===== src/shared/pic_defs.svh =====
`ifndef PIC_DEFS_SVH
`define PIC_DEFS_SVH

// source count and register geometry
`define PIC_NUM_SRC       32
`define PIC_ADDR_W        8
`define PIC_OFF_VEC_BASE  8'h80
`define PIC_OFF_PEND      8'h84
`define PIC_OFF_EVSTAT    8'h88
`define PIC_OFF_EVCLR     8'h8C
`define PIC_OFF_EVEN      8'h90
`define PIC_CTRL_SEL      7
`define PIC_CTRL_IDX      6:2

// fields of a source control byte
`define PIC_F_LVL         2:0
`define PIC_F_PRI         4:3
`define PIC_B_AUTO        5
`define PIC_B_RISE        6
`define PIC_B_EN          7

// vector numbers and address shape
`define PIC_AUTOVEC_BASE  8'h18
`define PIC_VEC_SHIFT     2
`define PIC_VEC_BASE_RST  32'h0000_0000
`define PIC_EXT_IDLE      8'hFF
`define PIC_LVL_NONE      3'h0

// event bits
`define PIC_NUM_EV        2
`define PIC_EV_ACK        0
`define PIC_EV_SPUR       1

// AXI responses
`define PIC_RESP_OK       2'b00
`define PIC_RESP_SLVERR   2'b10

`endif


===== src/shared/pic_pkg.sv =====
`include "pic_defs.svh"

package pic_pkg;

    typedef enum logic [1:0] {CS_IDLE, CS_FETCH, CS_ANSWER} pic_cst_t;
    typedef enum logic {CE_RUN, CE_ACK} pic_est_t;

    // winner of one arbitration pass
    typedef struct packed {
        logic       hit;
        logic [4:0] id;
        logic [2:0] lvl;
    } pic_win_t;

    // whole state of the controller end
    typedef struct packed {
        pic_cst_t                        st;
        logic [`PIC_NUM_SRC-1:0][7:0]    ctrl;
        logic [31:0]                     vecBase;
        logic [7:0]                      extPrev;
        logic [7:0]                      extPend;
        logic [4:0]                      ackId;
        logic [2:0]                      ackLvl;
        logic [7:0]                      vecNum;
        logic [31:0]                     vecAddr;
        logic                            ackValid;
        logic                            srcStb;
        logic [2:0]                      ipl;
        logic [`PIC_NUM_EV-1:0]          evStat;
        logic [`PIC_NUM_EV-1:0]          evEn;
        logic                            awGot;
        logic                            wGot;
        logic [`PIC_ADDR_W-1:0]          awAddr;
        logic [31:0]                     wData;
        logic [3:0]                      wStrb;
        logic                            bvalid;
        logic [1:0]                      bresp;
        logic                            rvalid;
        logic [31:0]                     rdata;
        logic [1:0]                      rresp;
    } pic_cs_t;

    // whole state of the core end
    typedef struct packed {
        pic_est_t    st;
        logic [2:0]  mask;
        logic        ackReq;
        logic [2:0]  ackLvl;
        logic        taken;
        logic [7:0]  vecNum;
        logic [31:0] vecAddr;
    } pic_es_t;

endpackage : pic_pkg


===== src/shared/pic_link_if.sv =====
`timescale 1ns/1ps

interface pic_link_if;
    logic [2:0]  ipl;
    logic        ackReq;
    logic [2:0]  ackLevel;
    logic        ackValid;
    logic [7:0]  vecNum;
    logic [31:0] vecAddr;

    modport ctrl (
        output ipl,
        output ackValid,
        output vecNum,
        output vecAddr,
        input  ackReq,
        input  ackLevel
    );

    modport core (
        input  ipl,
        input  ackValid,
        input  vecNum,
        input  vecAddr,
        output ackReq,
        output ackLevel
    );
endinterface : pic_link_if


===== src/logic/pic_ctrl.sv =====
// Function
// - seven levels, taken above mask, after instruction
// - vectoring source returns its vector number
// - autovector sources get fixed level-based entry
// - vector address built from relocatable table base
// - eight active-low external request inputs
// - arbitrate up to 32 sources
// - external inputs edge detected, polarity selectable
// - requester holds request until acknowledge begins
// - three-bit level field per source control
// - software keeps level/priority pairs unique
// - abort line seven: software programs level 7, priority 3, autovector; reset clears it
`timescale 1ns/1ps
`include "pic_defs.svh"

module pic_ctrl
    import pic_pkg::*;
#(
    parameter int NUM_EXT = 8
) (
    input  wire logic                   clk_sys,
    input  wire logic                   rst_n,
    pic_link_if.ctrl                    link,
    input  wire logic [NUM_EXT-1:0]     extReqN,
    input  wire logic [`PIC_NUM_SRC-NUM_EXT-1:0] intReq,
    output      logic                   srcAckStb,
    output      logic [4:0]             srcAckId,
    input  wire logic [7:0]             srcVec,
    input  wire logic                   srcVecValid,
    output      logic                   irqOut,
    input  wire logic [`PIC_ADDR_W-1:0] s_axi_awaddr,
    input  wire logic                   s_axi_awvalid,
    output      logic                   s_axi_awready,
    input  wire logic [31:0]            s_axi_wdata,
    input  wire logic [3:0]             s_axi_wstrb,
    input  wire logic                   s_axi_wvalid,
    output      logic                   s_axi_wready,
    output      logic [1:0]             s_axi_bresp,
    output      logic                   s_axi_bvalid,
    input  wire logic                   s_axi_bready,
    input  wire logic [`PIC_ADDR_W-1:0] s_axi_araddr,
    input  wire logic                   s_axi_arvalid,
    output      logic                   s_axi_arready,
    output      logic [31:0]            s_axi_rdata,
    output      logic [1:0]             s_axi_rresp,
    output      logic                   s_axi_rvalid,
    input  wire logic                   s_axi_rready
);

    pic_cs_t q;
    pic_cs_t d;

    logic [`PIC_NUM_SRC-1:0] pend;
    logic [NUM_EXT-1:0]      extEdge;
    logic [NUM_EXT-1:0]      extTake;
    pic_win_t                win;

    // key = {level, priority}; strict compare keeps the lowest index on a tie,
    // which is only reached when software breaks the unique-pair convention
    function automatic pic_win_t pic_pick(input logic [`PIC_NUM_SRC-1:0] p,
                                          input logic [`PIC_NUM_SRC-1:0][7:0] c);
        pic_win_t   w;
        logic [4:0] best;
        logic [4:0] key;
        w    = '0;
        best = '0;
        for (int i = 0; i < `PIC_NUM_SRC; i++) begin
            key = {c[i][`PIC_F_LVL], c[i][`PIC_F_PRI]};
            if (p[i] && c[i][`PIC_B_EN] && c[i][`PIC_F_LVL] != `PIC_LVL_NONE && (!w.hit || key > best)) begin
                w.hit = 1'b1;
                w.id  = 5'(i);
                w.lvl = c[i][`PIC_F_LVL];
                best  = key;
            end
        end
        return w;
    endfunction : pic_pick

    // vector address from the table base, so the table can move
    function automatic logic [31:0] pic_vaddr(input logic [31:0] base, input logic [7:0] vn);
        return base + (32'(vn) << `PIC_VEC_SHIFT);
    endfunction : pic_vaddr

    // byte-lane merge for AXI writes
    function automatic logic [31:0] pic_merge(input logic [31:0] old, input logic [31:0] nw,
                                              input logic [3:0] strb);
        logic [31:0] r;
        r = old;
        for (int b = 0; b < 4; b++) begin
            if (strb[b]) begin
                r[b*8 +: 8] = nw[b*8 +: 8];
            end
        end
        return r;
    endfunction : pic_merge

    // external edge detect; pins idle high, falling edge is assertion unless rise is chosen
    always_comb begin
        for (int i = 0; i < NUM_EXT; i++) begin
            extEdge[i] = q.ctrl[i][`PIC_B_RISE] ? (!q.extPrev[i] && extReqN[i])
                                                : (q.extPrev[i] && !extReqN[i]);
        end
    end

    // external lines are latched, internal peripherals are plain levels
    assign pend = {intReq, q.extPend[NUM_EXT-1:0]};
    assign win  = pic_pick(pend, q.ctrl);

    // next-state logic: arbitration, acknowledge sequence, register bus
    always_comb begin
        logic                   doWr;
        logic [`PIC_NUM_EV-1:0] evSet;
        logic [`PIC_NUM_EV-1:0] evClr;
        logic [4:0]             idx;
        doWr    = 1'b0;
        evSet   = '0;
        evClr   = '0;
        idx     = '0;
        extTake = '0;
        d       = q;
        d.srcStb = 1'b0;
        d.extPrev[NUM_EXT-1:0] = extReqN; // unused upper bits keep their idle-high reset
        d.ipl   = win.hit ? win.lvl : `PIC_LVL_NONE;

        // acknowledge sequence with the core
        unique case (q.st)
            CS_IDLE: begin
                if (link.ackReq) begin
                    if (win.hit && win.lvl == link.ackLevel) begin
                        d.ackId  = win.id;
                        d.ackLvl = win.lvl;
                        if (win.id < 5'(NUM_EXT)) begin
                            extTake[win.id[2:0]] = 1'b1;
                        end
                        if (q.ctrl[win.id][`PIC_B_AUTO]) begin
                            d.vecNum   = `PIC_AUTOVEC_BASE + 8'(win.lvl);
                            d.vecAddr  = pic_vaddr(q.vecBase, `PIC_AUTOVEC_BASE + 8'(win.lvl));
                            d.ackValid = 1'b1;
                            d.st       = CS_ANSWER;
                        end else begin
                            d.srcStb = 1'b1;
                            d.st     = CS_FETCH;
                        end
                    end else begin
                        // request vanished before the cycle: answer spurious
                        d.vecNum   = `PIC_AUTOVEC_BASE;
                        d.vecAddr  = pic_vaddr(q.vecBase, `PIC_AUTOVEC_BASE);
                        d.ackValid = 1'b1;
                        evSet[`PIC_EV_SPUR] = 1'b1;
                        d.st       = CS_ANSWER;
                    end
                end
            end
            CS_FETCH: begin
                if (srcVecValid) begin
                    d.vecNum   = srcVec;
                    d.vecAddr  = pic_vaddr(q.vecBase, srcVec);
                    d.ackValid = 1'b1;
                    d.st       = CS_ANSWER;
                end
            end
            CS_ANSWER: begin
                d.ackValid = 1'b0;
                evSet[`PIC_EV_ACK] = 1'b1;
                d.st       = CS_IDLE;
            end
        endcase

        // new edge wins over the take in the same cycle
        d.extPend[NUM_EXT-1:0] = (q.extPend[NUM_EXT-1:0] & ~extTake) | extEdge;

        // AXI write: address and data taken in either order
        if (s_axi_awvalid && s_axi_awready) begin
            d.awGot  = 1'b1;
            d.awAddr = s_axi_awaddr;
        end
        if (s_axi_wvalid && s_axi_wready) begin
            d.wGot  = 1'b1;
            d.wData = s_axi_wdata;
            d.wStrb = s_axi_wstrb;
        end
        if (q.awGot && q.wGot) begin
            doWr    = 1'b1;
            d.awGot = 1'b0;
            d.wGot  = 1'b0;
            d.bvalid = 1'b1;
            d.bresp  = `PIC_RESP_OK;
            idx      = q.awAddr[`PIC_CTRL_IDX];
        end
        if (q.bvalid && s_axi_bready) begin
            d.bvalid = 1'b0;
        end
        if (doWr) begin
            if (!q.awAddr[`PIC_CTRL_SEL]) begin
                if (q.wStrb[0]) begin
                    d.ctrl[idx] = q.wData[7:0];
                end
            end else if (q.awAddr == `PIC_OFF_VEC_BASE) begin
                d.vecBase = pic_merge(q.vecBase, q.wData, q.wStrb);
            end else if (q.awAddr == `PIC_OFF_EVCLR) begin
                evClr = q.wStrb[0] ? q.wData[`PIC_NUM_EV-1:0] : '0;
            end else if (q.awAddr == `PIC_OFF_EVEN) begin
                if (q.wStrb[0]) begin
                    d.evEn = q.wData[`PIC_NUM_EV-1:0];
                end
            end else begin
                d.bresp = `PIC_RESP_SLVERR;
            end
        end
        // sticky events: a set in the clear cycle survives
        d.evStat = (q.evStat & ~evClr) | evSet;

        // AXI read
        if (s_axi_arvalid && s_axi_arready) begin
            d.rvalid = 1'b1;
            d.rresp  = `PIC_RESP_OK;
            d.rdata  = '0;
            if (!s_axi_araddr[`PIC_CTRL_SEL]) begin
                d.rdata[7:0] = q.ctrl[s_axi_araddr[`PIC_CTRL_IDX]];
            end else if (s_axi_araddr == `PIC_OFF_VEC_BASE) begin
                d.rdata = q.vecBase;
            end else if (s_axi_araddr == `PIC_OFF_PEND) begin
                d.rdata = pend;
            end else if (s_axi_araddr == `PIC_OFF_EVSTAT) begin
                d.rdata[`PIC_NUM_EV-1:0] = q.evStat;
            end else if (s_axi_araddr == `PIC_OFF_EVEN) begin
                d.rdata[`PIC_NUM_EV-1:0] = q.evEn;
            end else if (s_axi_araddr != `PIC_OFF_EVCLR) begin
                d.rresp = `PIC_RESP_SLVERR;
            end
        end else if (q.rvalid && s_axi_rready) begin
            d.rvalid = 1'b0;
        end

        // synchronous reset: every control field to a known value
        if (!rst_n) begin
            d         = '0;
            d.st      = CS_IDLE;
            d.vecBase = `PIC_VEC_BASE_RST;
            d.extPrev = `PIC_EXT_IDLE;
        end
    end

    // single state register
    always_ff @(posedge clk_sys) begin
        q <= d;
    end

    // outputs
    assign link.ipl      = q.ipl;
    assign link.ackValid = q.ackValid;
    assign link.vecNum   = q.vecNum;
    assign link.vecAddr  = q.vecAddr;
    assign srcAckStb     = q.srcStb;
    assign srcAckId      = q.ackId;
    assign irqOut        = |(q.evStat & q.evEn);
    assign s_axi_awready = !q.awGot && !q.bvalid;
    assign s_axi_wready  = !q.wGot && !q.bvalid;
    assign s_axi_bvalid  = q.bvalid;
    assign s_axi_bresp   = q.bresp;
    assign s_axi_arready = !q.rvalid;
    assign s_axi_rvalid  = q.rvalid;
    assign s_axi_rdata   = q.rdata;
    assign s_axi_rresp   = q.rresp;

endmodule : pic_ctrl


===== src/flat_wrapper.sv =====
// flat-port wrapper written by rule: the top's interface ports become plain ports
module pic_ctrl_flat import pic_pkg::*;
#(
    parameter int NUM_EXT = 8
)
  (clk_sys, rst_n, extReqN, intReq, srcAckStb, srcAckId, srcVec, srcVecValid, irqOut, s_axi_awaddr, s_axi_awvalid, s_axi_awready, s_axi_wdata, s_axi_wstrb, s_axi_wvalid, s_axi_wready, s_axi_bresp, s_axi_bvalid, s_axi_bready, s_axi_araddr, s_axi_arvalid, s_axi_arready, s_axi_rdata, s_axi_rresp, s_axi_rvalid, s_axi_rready, link_ipl, link_ackValid, link_vecNum, link_vecAddr, link_ackReq, link_ackLevel);
  pic_link_if link_i ();
  input  wire logic clk_sys;
  input  wire logic rst_n;
  input  wire logic [NUM_EXT-1:0] extReqN;
  input  wire logic [`PIC_NUM_SRC-NUM_EXT-1:0] intReq;
  output      logic srcAckStb;
  output      logic [4:0] srcAckId;
  input  wire logic [7:0] srcVec;
  input  wire logic srcVecValid;
  output      logic irqOut;
  input  wire logic [`PIC_ADDR_W-1:0] s_axi_awaddr;
  input  wire logic s_axi_awvalid;
  output      logic s_axi_awready;
  input  wire logic [31:0] s_axi_wdata;
  input  wire logic [3:0] s_axi_wstrb;
  input  wire logic s_axi_wvalid;
  output      logic s_axi_wready;
  output      logic [1:0] s_axi_bresp;
  output      logic s_axi_bvalid;
  input  wire logic s_axi_bready;
  input  wire logic [`PIC_ADDR_W-1:0] s_axi_araddr;
  input  wire logic s_axi_arvalid;
  output      logic s_axi_arready;
  output      logic [31:0] s_axi_rdata;
  output      logic [1:0] s_axi_rresp;
  output      logic s_axi_rvalid;
  input  wire logic s_axi_rready;
  output wire logic [$bits(link_i.ipl)-1:0] link_ipl;
  output wire logic [$bits(link_i.ackValid)-1:0] link_ackValid;
  output wire logic [$bits(link_i.vecNum)-1:0] link_vecNum;
  output wire logic [$bits(link_i.vecAddr)-1:0] link_vecAddr;
  input wire logic [$bits(link_i.ackReq)-1:0] link_ackReq;
  input wire logic [$bits(link_i.ackLevel)-1:0] link_ackLevel;
  assign link_ipl = link_i.ipl;
  assign link_ackValid = link_i.ackValid;
  assign link_vecNum = link_i.vecNum;
  assign link_vecAddr = link_i.vecAddr;
  assign link_i.ackReq = link_ackReq;
  assign link_i.ackLevel = link_ackLevel;
  pic_ctrl #(.NUM_EXT(NUM_EXT)) u_core (.clk_sys(clk_sys), .rst_n(rst_n), .link(link_i), .extReqN(extReqN), .intReq(intReq), .srcAckStb(srcAckStb), .srcAckId(srcAckId), .srcVec(srcVec), .srcVecValid(srcVecValid), .irqOut(irqOut), .s_axi_awaddr(s_axi_awaddr), .s_axi_awvalid(s_axi_awvalid), .s_axi_awready(s_axi_awready), .s_axi_wdata(s_axi_wdata), .s_axi_wstrb(s_axi_wstrb), .s_axi_wvalid(s_axi_wvalid), .s_axi_wready(s_axi_wready), .s_axi_bresp(s_axi_bresp), .s_axi_bvalid(s_axi_bvalid), .s_axi_bready(s_axi_bready), .s_axi_araddr(s_axi_araddr), .s_axi_arvalid(s_axi_arvalid), .s_axi_arready(s_axi_arready), .s_axi_rdata(s_axi_rdata), .s_axi_rresp(s_axi_rresp), .s_axi_rvalid(s_axi_rvalid), .s_axi_rready(s_axi_rready));
endmodule

===== config.mk =====
export PLATFORM = sky130hd
export DESIGN_NAME = pic_ctrl_flat
export DESIGN_NICKNAME = d
export VERILOG_FILES = /design/src/shared/pic_pkg.sv /design/src/shared/pic_link_if.sv /design/src/logic/pic_ctrl.sv /design/src/flat_wrapper.sv
export VERILOG_INCLUDE_DIRS = /design/src /design/src/shared
export SDC_FILE = /design/constraint.sdc
export NUM_CORES = 2
export LEC_CHECK = 0
export ABC_AREA = 1
export BUFFER_PORTS_ARGS = -buffer_cell sky130_fd_sc_hd__buf_2
export CELL_PAD_IN_SITES_DETAIL_PLACEMENT = 0
export CELL_PAD_IN_SITES_GLOBAL_PLACEMENT = 2
export CORE_AREA = 2 2 344 261
export DETAILED_ROUTE_END_ITERATION = 16
export DIE_AREA = 0 0 346 263
export PLACE_DENSITY_LB_ADDON = 0.1
export SYNTH_ARGS = -nofsm -noshare
export SYNTH_HDL_FRONTEND = slang
export SYNTH_SLANG_ARGS = --single-unit

===== constraint.sdc =====
create_clock -name clk_sys -period 48.2 [get_ports clk_sys]
set_input_delay 9.64 -clock clk_sys [delete_from_list [all_inputs] [get_ports clk_sys]]
set_output_delay 9.64 -clock clk_sys [all_outputs]
set_load 0.005 [all_outputs]

* After elaboration in Yosys (flattened, before gate mapping) *
Index checks and enable logic that the tools add are counted.

operators by class
  equality and inequality tests = 14
  multiplexer cells = 129
  $add $sub $neg = 4
  bitwise logic cells = 11
  reductions and logical operators = 254
  order comparisons = 38

operators by type and width
  cell                                                                   count
  9-bit two-way mux                                                      32
  256-bit bitwise mux                                                    1
  5-bit two-way mux                                                      32
  5-bit greater-than comparator                                          31
  41-bit two-way mux                                                     3
  1-bit logical AND                                                      122
  3-bit nonzero test                                                     32
  8-bit binary-select mux with 5-bit select                              2
  40-bit one-hot mux with 2 select lines                                 1
  32-bit by 10-bit adder with 32-bit output                              2
  8-bit equality test (second input constant)                            7
  8-bit two-way mux                                                      7
  1-bit logical NOT                                                      51
  2-bit two-way mux                                                      24
  42-bit two-way mux                                                     1
  8-bit demux with 5-bit select                                          1
  32-bit by 7-bit adder with 32-bit output (second input constant)       1
  32-bit two-way mux                                                     1
  1-bit logical OR                                                       31
  30-bit two-way mux                                                     1
  24-bit two-way mux                                                     1
  4-bit AND reduction                                                    6
  5-bit by 6-bit < comparator with 1-bit output (second input constant)  3
  1-bit two-way mux                                                      18
  other kinds (28)                                                       39

storage, ports and cells
  bits of input ports = 104
  flip-flop bits (word level) = 444

* Depth between registers and ports, before layout *
  depth after elaboration = 138
  mapped depth = 366
  gate-level depth less buffers = 341

* Least setup slack after synthesis *
No wires, ideal clock.

  kind = input -> register
  start = input port intReq[0]
  end = register u_core.q, in the netlist u_core.link.vecAddr[29]
  arrival = 37759 ps
  path buffers = 22
  stages on the path = 266
  setup slack = 10329 ps
  required time = 48087 ps
  path through = inv_1 nor3_1 nand2_2 buf_6 o21ai_0 ha_1 nand3_1 nand2_8 a21oi_1 nand2_1 nand2_1 nand2_1 nand2_2 inv_1 o21ai_0 inv_1 ha_1 nand2_1 [... 230 more ...] inv_1 nand2_1 nand2_1 ha_1 nand3_1 and2_1 inv_1 a21oi_1 nor2_1 nand2_1 nor2_1 nand2_1 xor2_1 nand2_1 nand3_1 nand2_2 nor2_1 nor2_1

RTL lines
  item                  RTL line            RTL
  start, declared       flat_wrapper.sv:11  input wire logic [`PIC_NUM_SRC-NUM_EXT-1:0] intReq;
  end signal, assigned  pic_ctrl.sv:246     q <= d;
  end, declared         pic_ctrl.sv:50      pic_cs_t q;

==> summary.txt <==
top cells by area, synth -> dfxtp_1 (29%), nand2_1 (9.7%), o21ai_0 (8.1%)
worst hold path class -> flop to flop
Worst Path Required -> 48.71 ns
Mapped Cells -> 4503
final period utilization -> 0.886
htree depth -> 2
Synth cell types -> 77
register area -> 8870 um2
vias per inst -> 5.29
P&R area growth vs syn -> 8.02%
Worst Skew -> 0.0234 ns
Die Wd -> 346 um
vias in the first global route -> 27600
Critical Path AT -> 43.24 ns
Final Hold Viols -> 0
Core ar. -> 87300 um2
worst slew pin tran -> 1.46 ns
Starting Density -> 0.348
Ys Warns -> 0
final worst path period need -> 42.72 ns
pins over their slew limit -> 0
number of flops mapped to enable cells by yosys -> 0
Post-Syn Area -> 30400 um2
Post-synth ARST share -> 0
CTS Sinks -> 443
Synth top cells by count -> nand2_1 (788), nor2_1 (492), o21ai_0 (489), inv_1 (476), dfxtp_1 (443)
Max stage delay cell, worst path -> ha_1
worst slew margin relative to its limit -> 0.0282
Crit Path Category -> flop to flop
P per Cell Area -> 27.0 nW/um2
setup TNS -> 0 ns
fraction of layout cells with a size suffix above 1 -> 0.141
DRC Markers -> 0
number of synthesized register bits -> 443
postcts setup bufs -> 0
Synth Area per Inst -> 6.74 um2
GPL Wtd Cong -> 0.983
CP startpoint kind -> flop
CTS tree -> yes
Longest Clk Path Bufs -> 3
maximum vdd drop -> 23.8 uV
Synth top area share -> 0.292
largest net degree at the start of global routing -> 129
Starting DRT DRC Count -> 2988
I/O pins -> 196
clk_lat worst skew -> 0.63 ns
Final setup viols -> 0
TritonCTS buffer count -> 51
Die H -> 263 um
via count -> 30100
sequential fraction of the synthesis area -> 0.292
CTS clk-pin slew, worst paths -> 0.06 ns
total track usage -> 0.275
CP endpoint kind -> flop
Routed WL per cell -> 22.8 um
Detail Route Antenna Nets -> 0
clk root buf -> clkbuf_16
Layout Nets -> 4722
Fmax -> 0.0234 GHz
maxcap violations -> 0
crit-path max FO -> 20
length of the first detailed-routing pass in iterations -> 6
Hold Slack -> 0.441 ns
cell taking the most area after synthesis -> dfxtp_1
Die ar. -> 91000 um2
fillers -> 9576
static leakage -> 14.6 nW
global route overflow -> 0
run status -> completed
Max stage delay on crit path -> 0.40 ns
RSZ-0062 raised after global routing -> false
Worst path most repeated cell -> nand2_1
Setup WS post-layout -> 5.48 ns
initial antenna violation count -> 4
synthesized net count -> 4731
port bufs -> 194
number of core rows -> 94
Setup WS pre-CTS -> 3.51 ns
post-DP HPWL -> 98200 um
Multi-input gate area -> 17600 um2
first-pass GRT wire length -> 189000 um
most used flip-flop cell after synthesis -> dfxtp_1
Post-CTS Hold Fix Bufs -> 0
most frequent cell after synthesis -> nand2_1
final wirelength -> 130000 um
[worst max-delay path, delay by kind of cell (launching register included)]
| kind | cells | cell delay [ns] |
|---|---|---|
| DFF | 1 | 0.38 |
| and+or+nand+nor | 213 | 21.26 |
| AOI/OAI and AO/OA | 56 | 9.31 |
| buffers and inverters | 16 | 1.29 |
| xor gates and xnor gates | 1 | 0.37 |
| adders and majority gates | 32 | 9.85 |
[cells by family after synthesis]
| logic type | share of synthesized area |
|---|---|
| buffers and inverters | 0.132 |
| AO/OA/AOI/OAI | 0.208 |
| other | 0.000124 |
| XOR/XNOR | 0.0162 |
| adder cells (fa/ha/maj) | 0.0516 |
| AND/OR/NAND/NOR | 0.300 |
| flip-flops | 0.292 |
[final timing paths]
kind | start | endpoint | slack, ns | cells after the start
max | u_core.q[191]$_SDFFE_PN0P_ | u_core.link.vecAddr[11]$_SDFFE_PN0P_ | 5.48 | 318
min | flop | flop | 0.44 | 2
max reg2reg | u_core.q[191]$_SDFFE_PN0P_ | u_core.link.vecAddr[11]$_SDFFE_PN0P_ | 5.48 | 318
min reg2reg | flop | flop | 0.44 | 2
[per-layer routing]
metal / GRT usage / wire [um] / vias to the layer above
met2: 0.372 / 49600 / 977
li1: - / - / 14800
met4: 0.0424 / 1780 / 2
met3: 0.0446 / 9590 / 95
met1: 0.447 / 68700 / 14200
met5: 0 / 11 / -
[layout make-up]
class,instances,share of cell area
clock inverter,14,0.00736
antenna,2,0.000153
clock buffer,75,0.0456
tap,1152,0.0440
timing repair buffer,230,0.0382
sequential,443,0.271
inverter,506,0.0583
multi-input combinational,3262,0.536
[power breakdown]
part           internal (mW)  total (mW)  leakage [nW]  switching (mW)
clock network          0.246       0.420         0.837           0.174
logic                 0.0219      0.0792          10.2          0.0572
registers              0.375       0.385          3.59         0.00945
[metrics by stage]
| stage | utilization | cells | cell area [um2] | power (mW) |
|---|---|---|---|---|
| final | 0.376 | 5684 | 32800 | 0.885 |
| after global placement | 0.355 | 5592 | 31000 | 0.471 |
| after floorplan | - | 4503 | 30400 | 0.440 |
| after detailed placement | 0.355 | 5592 | 31000 | 0.471 |
| after global routing | 0.376 | 5682 | 32800 | 0.915 |
| after CTS | 0.375 | 5681 | 32700 | 0.891 |
[state kept, by name, summed over array words and instances (netlist names), named ones only]
name / count
u_core.srcAckStb: 1
u_core.link.vecAddr: 32
u_core.link.ipl: 3
u_core.q: 348
u_core.s_axi_bvalid: 1
u_core.s_axi_rresp: 1
u_core.srcAckId: 5
u_core.link.vecNum: 8
u_core.pend: 8
u_core.s_axi_rdata: 32
u_core.link.ackValid: 1
u_core.s_axi_rvalid: 1
[placed cells by master, fill, tap and decap left out, types with 53 or more instances in the layout]
cell type	Yosys	final
nor2_2	52	54
nand3_1	291	291
dfxtp_1	443	442
buf_2	2	193
nand2_2	133	134
o21ai_0	489	471
nor2_1	492	488
o22ai_1	53	53
xor2_1	54	54
ha_1	122	122
inv_1	476	475
a21oi_1	362	362
nand2_1	788	786
[repair_timing]
item                                    4_1_cts  5_1_grt
endpoints found under the setup margin        0       58
hold endpoints to repair                      0        0
resized for setup                             0       24
No activity file was read; power rests on OpenSTA's default activity.
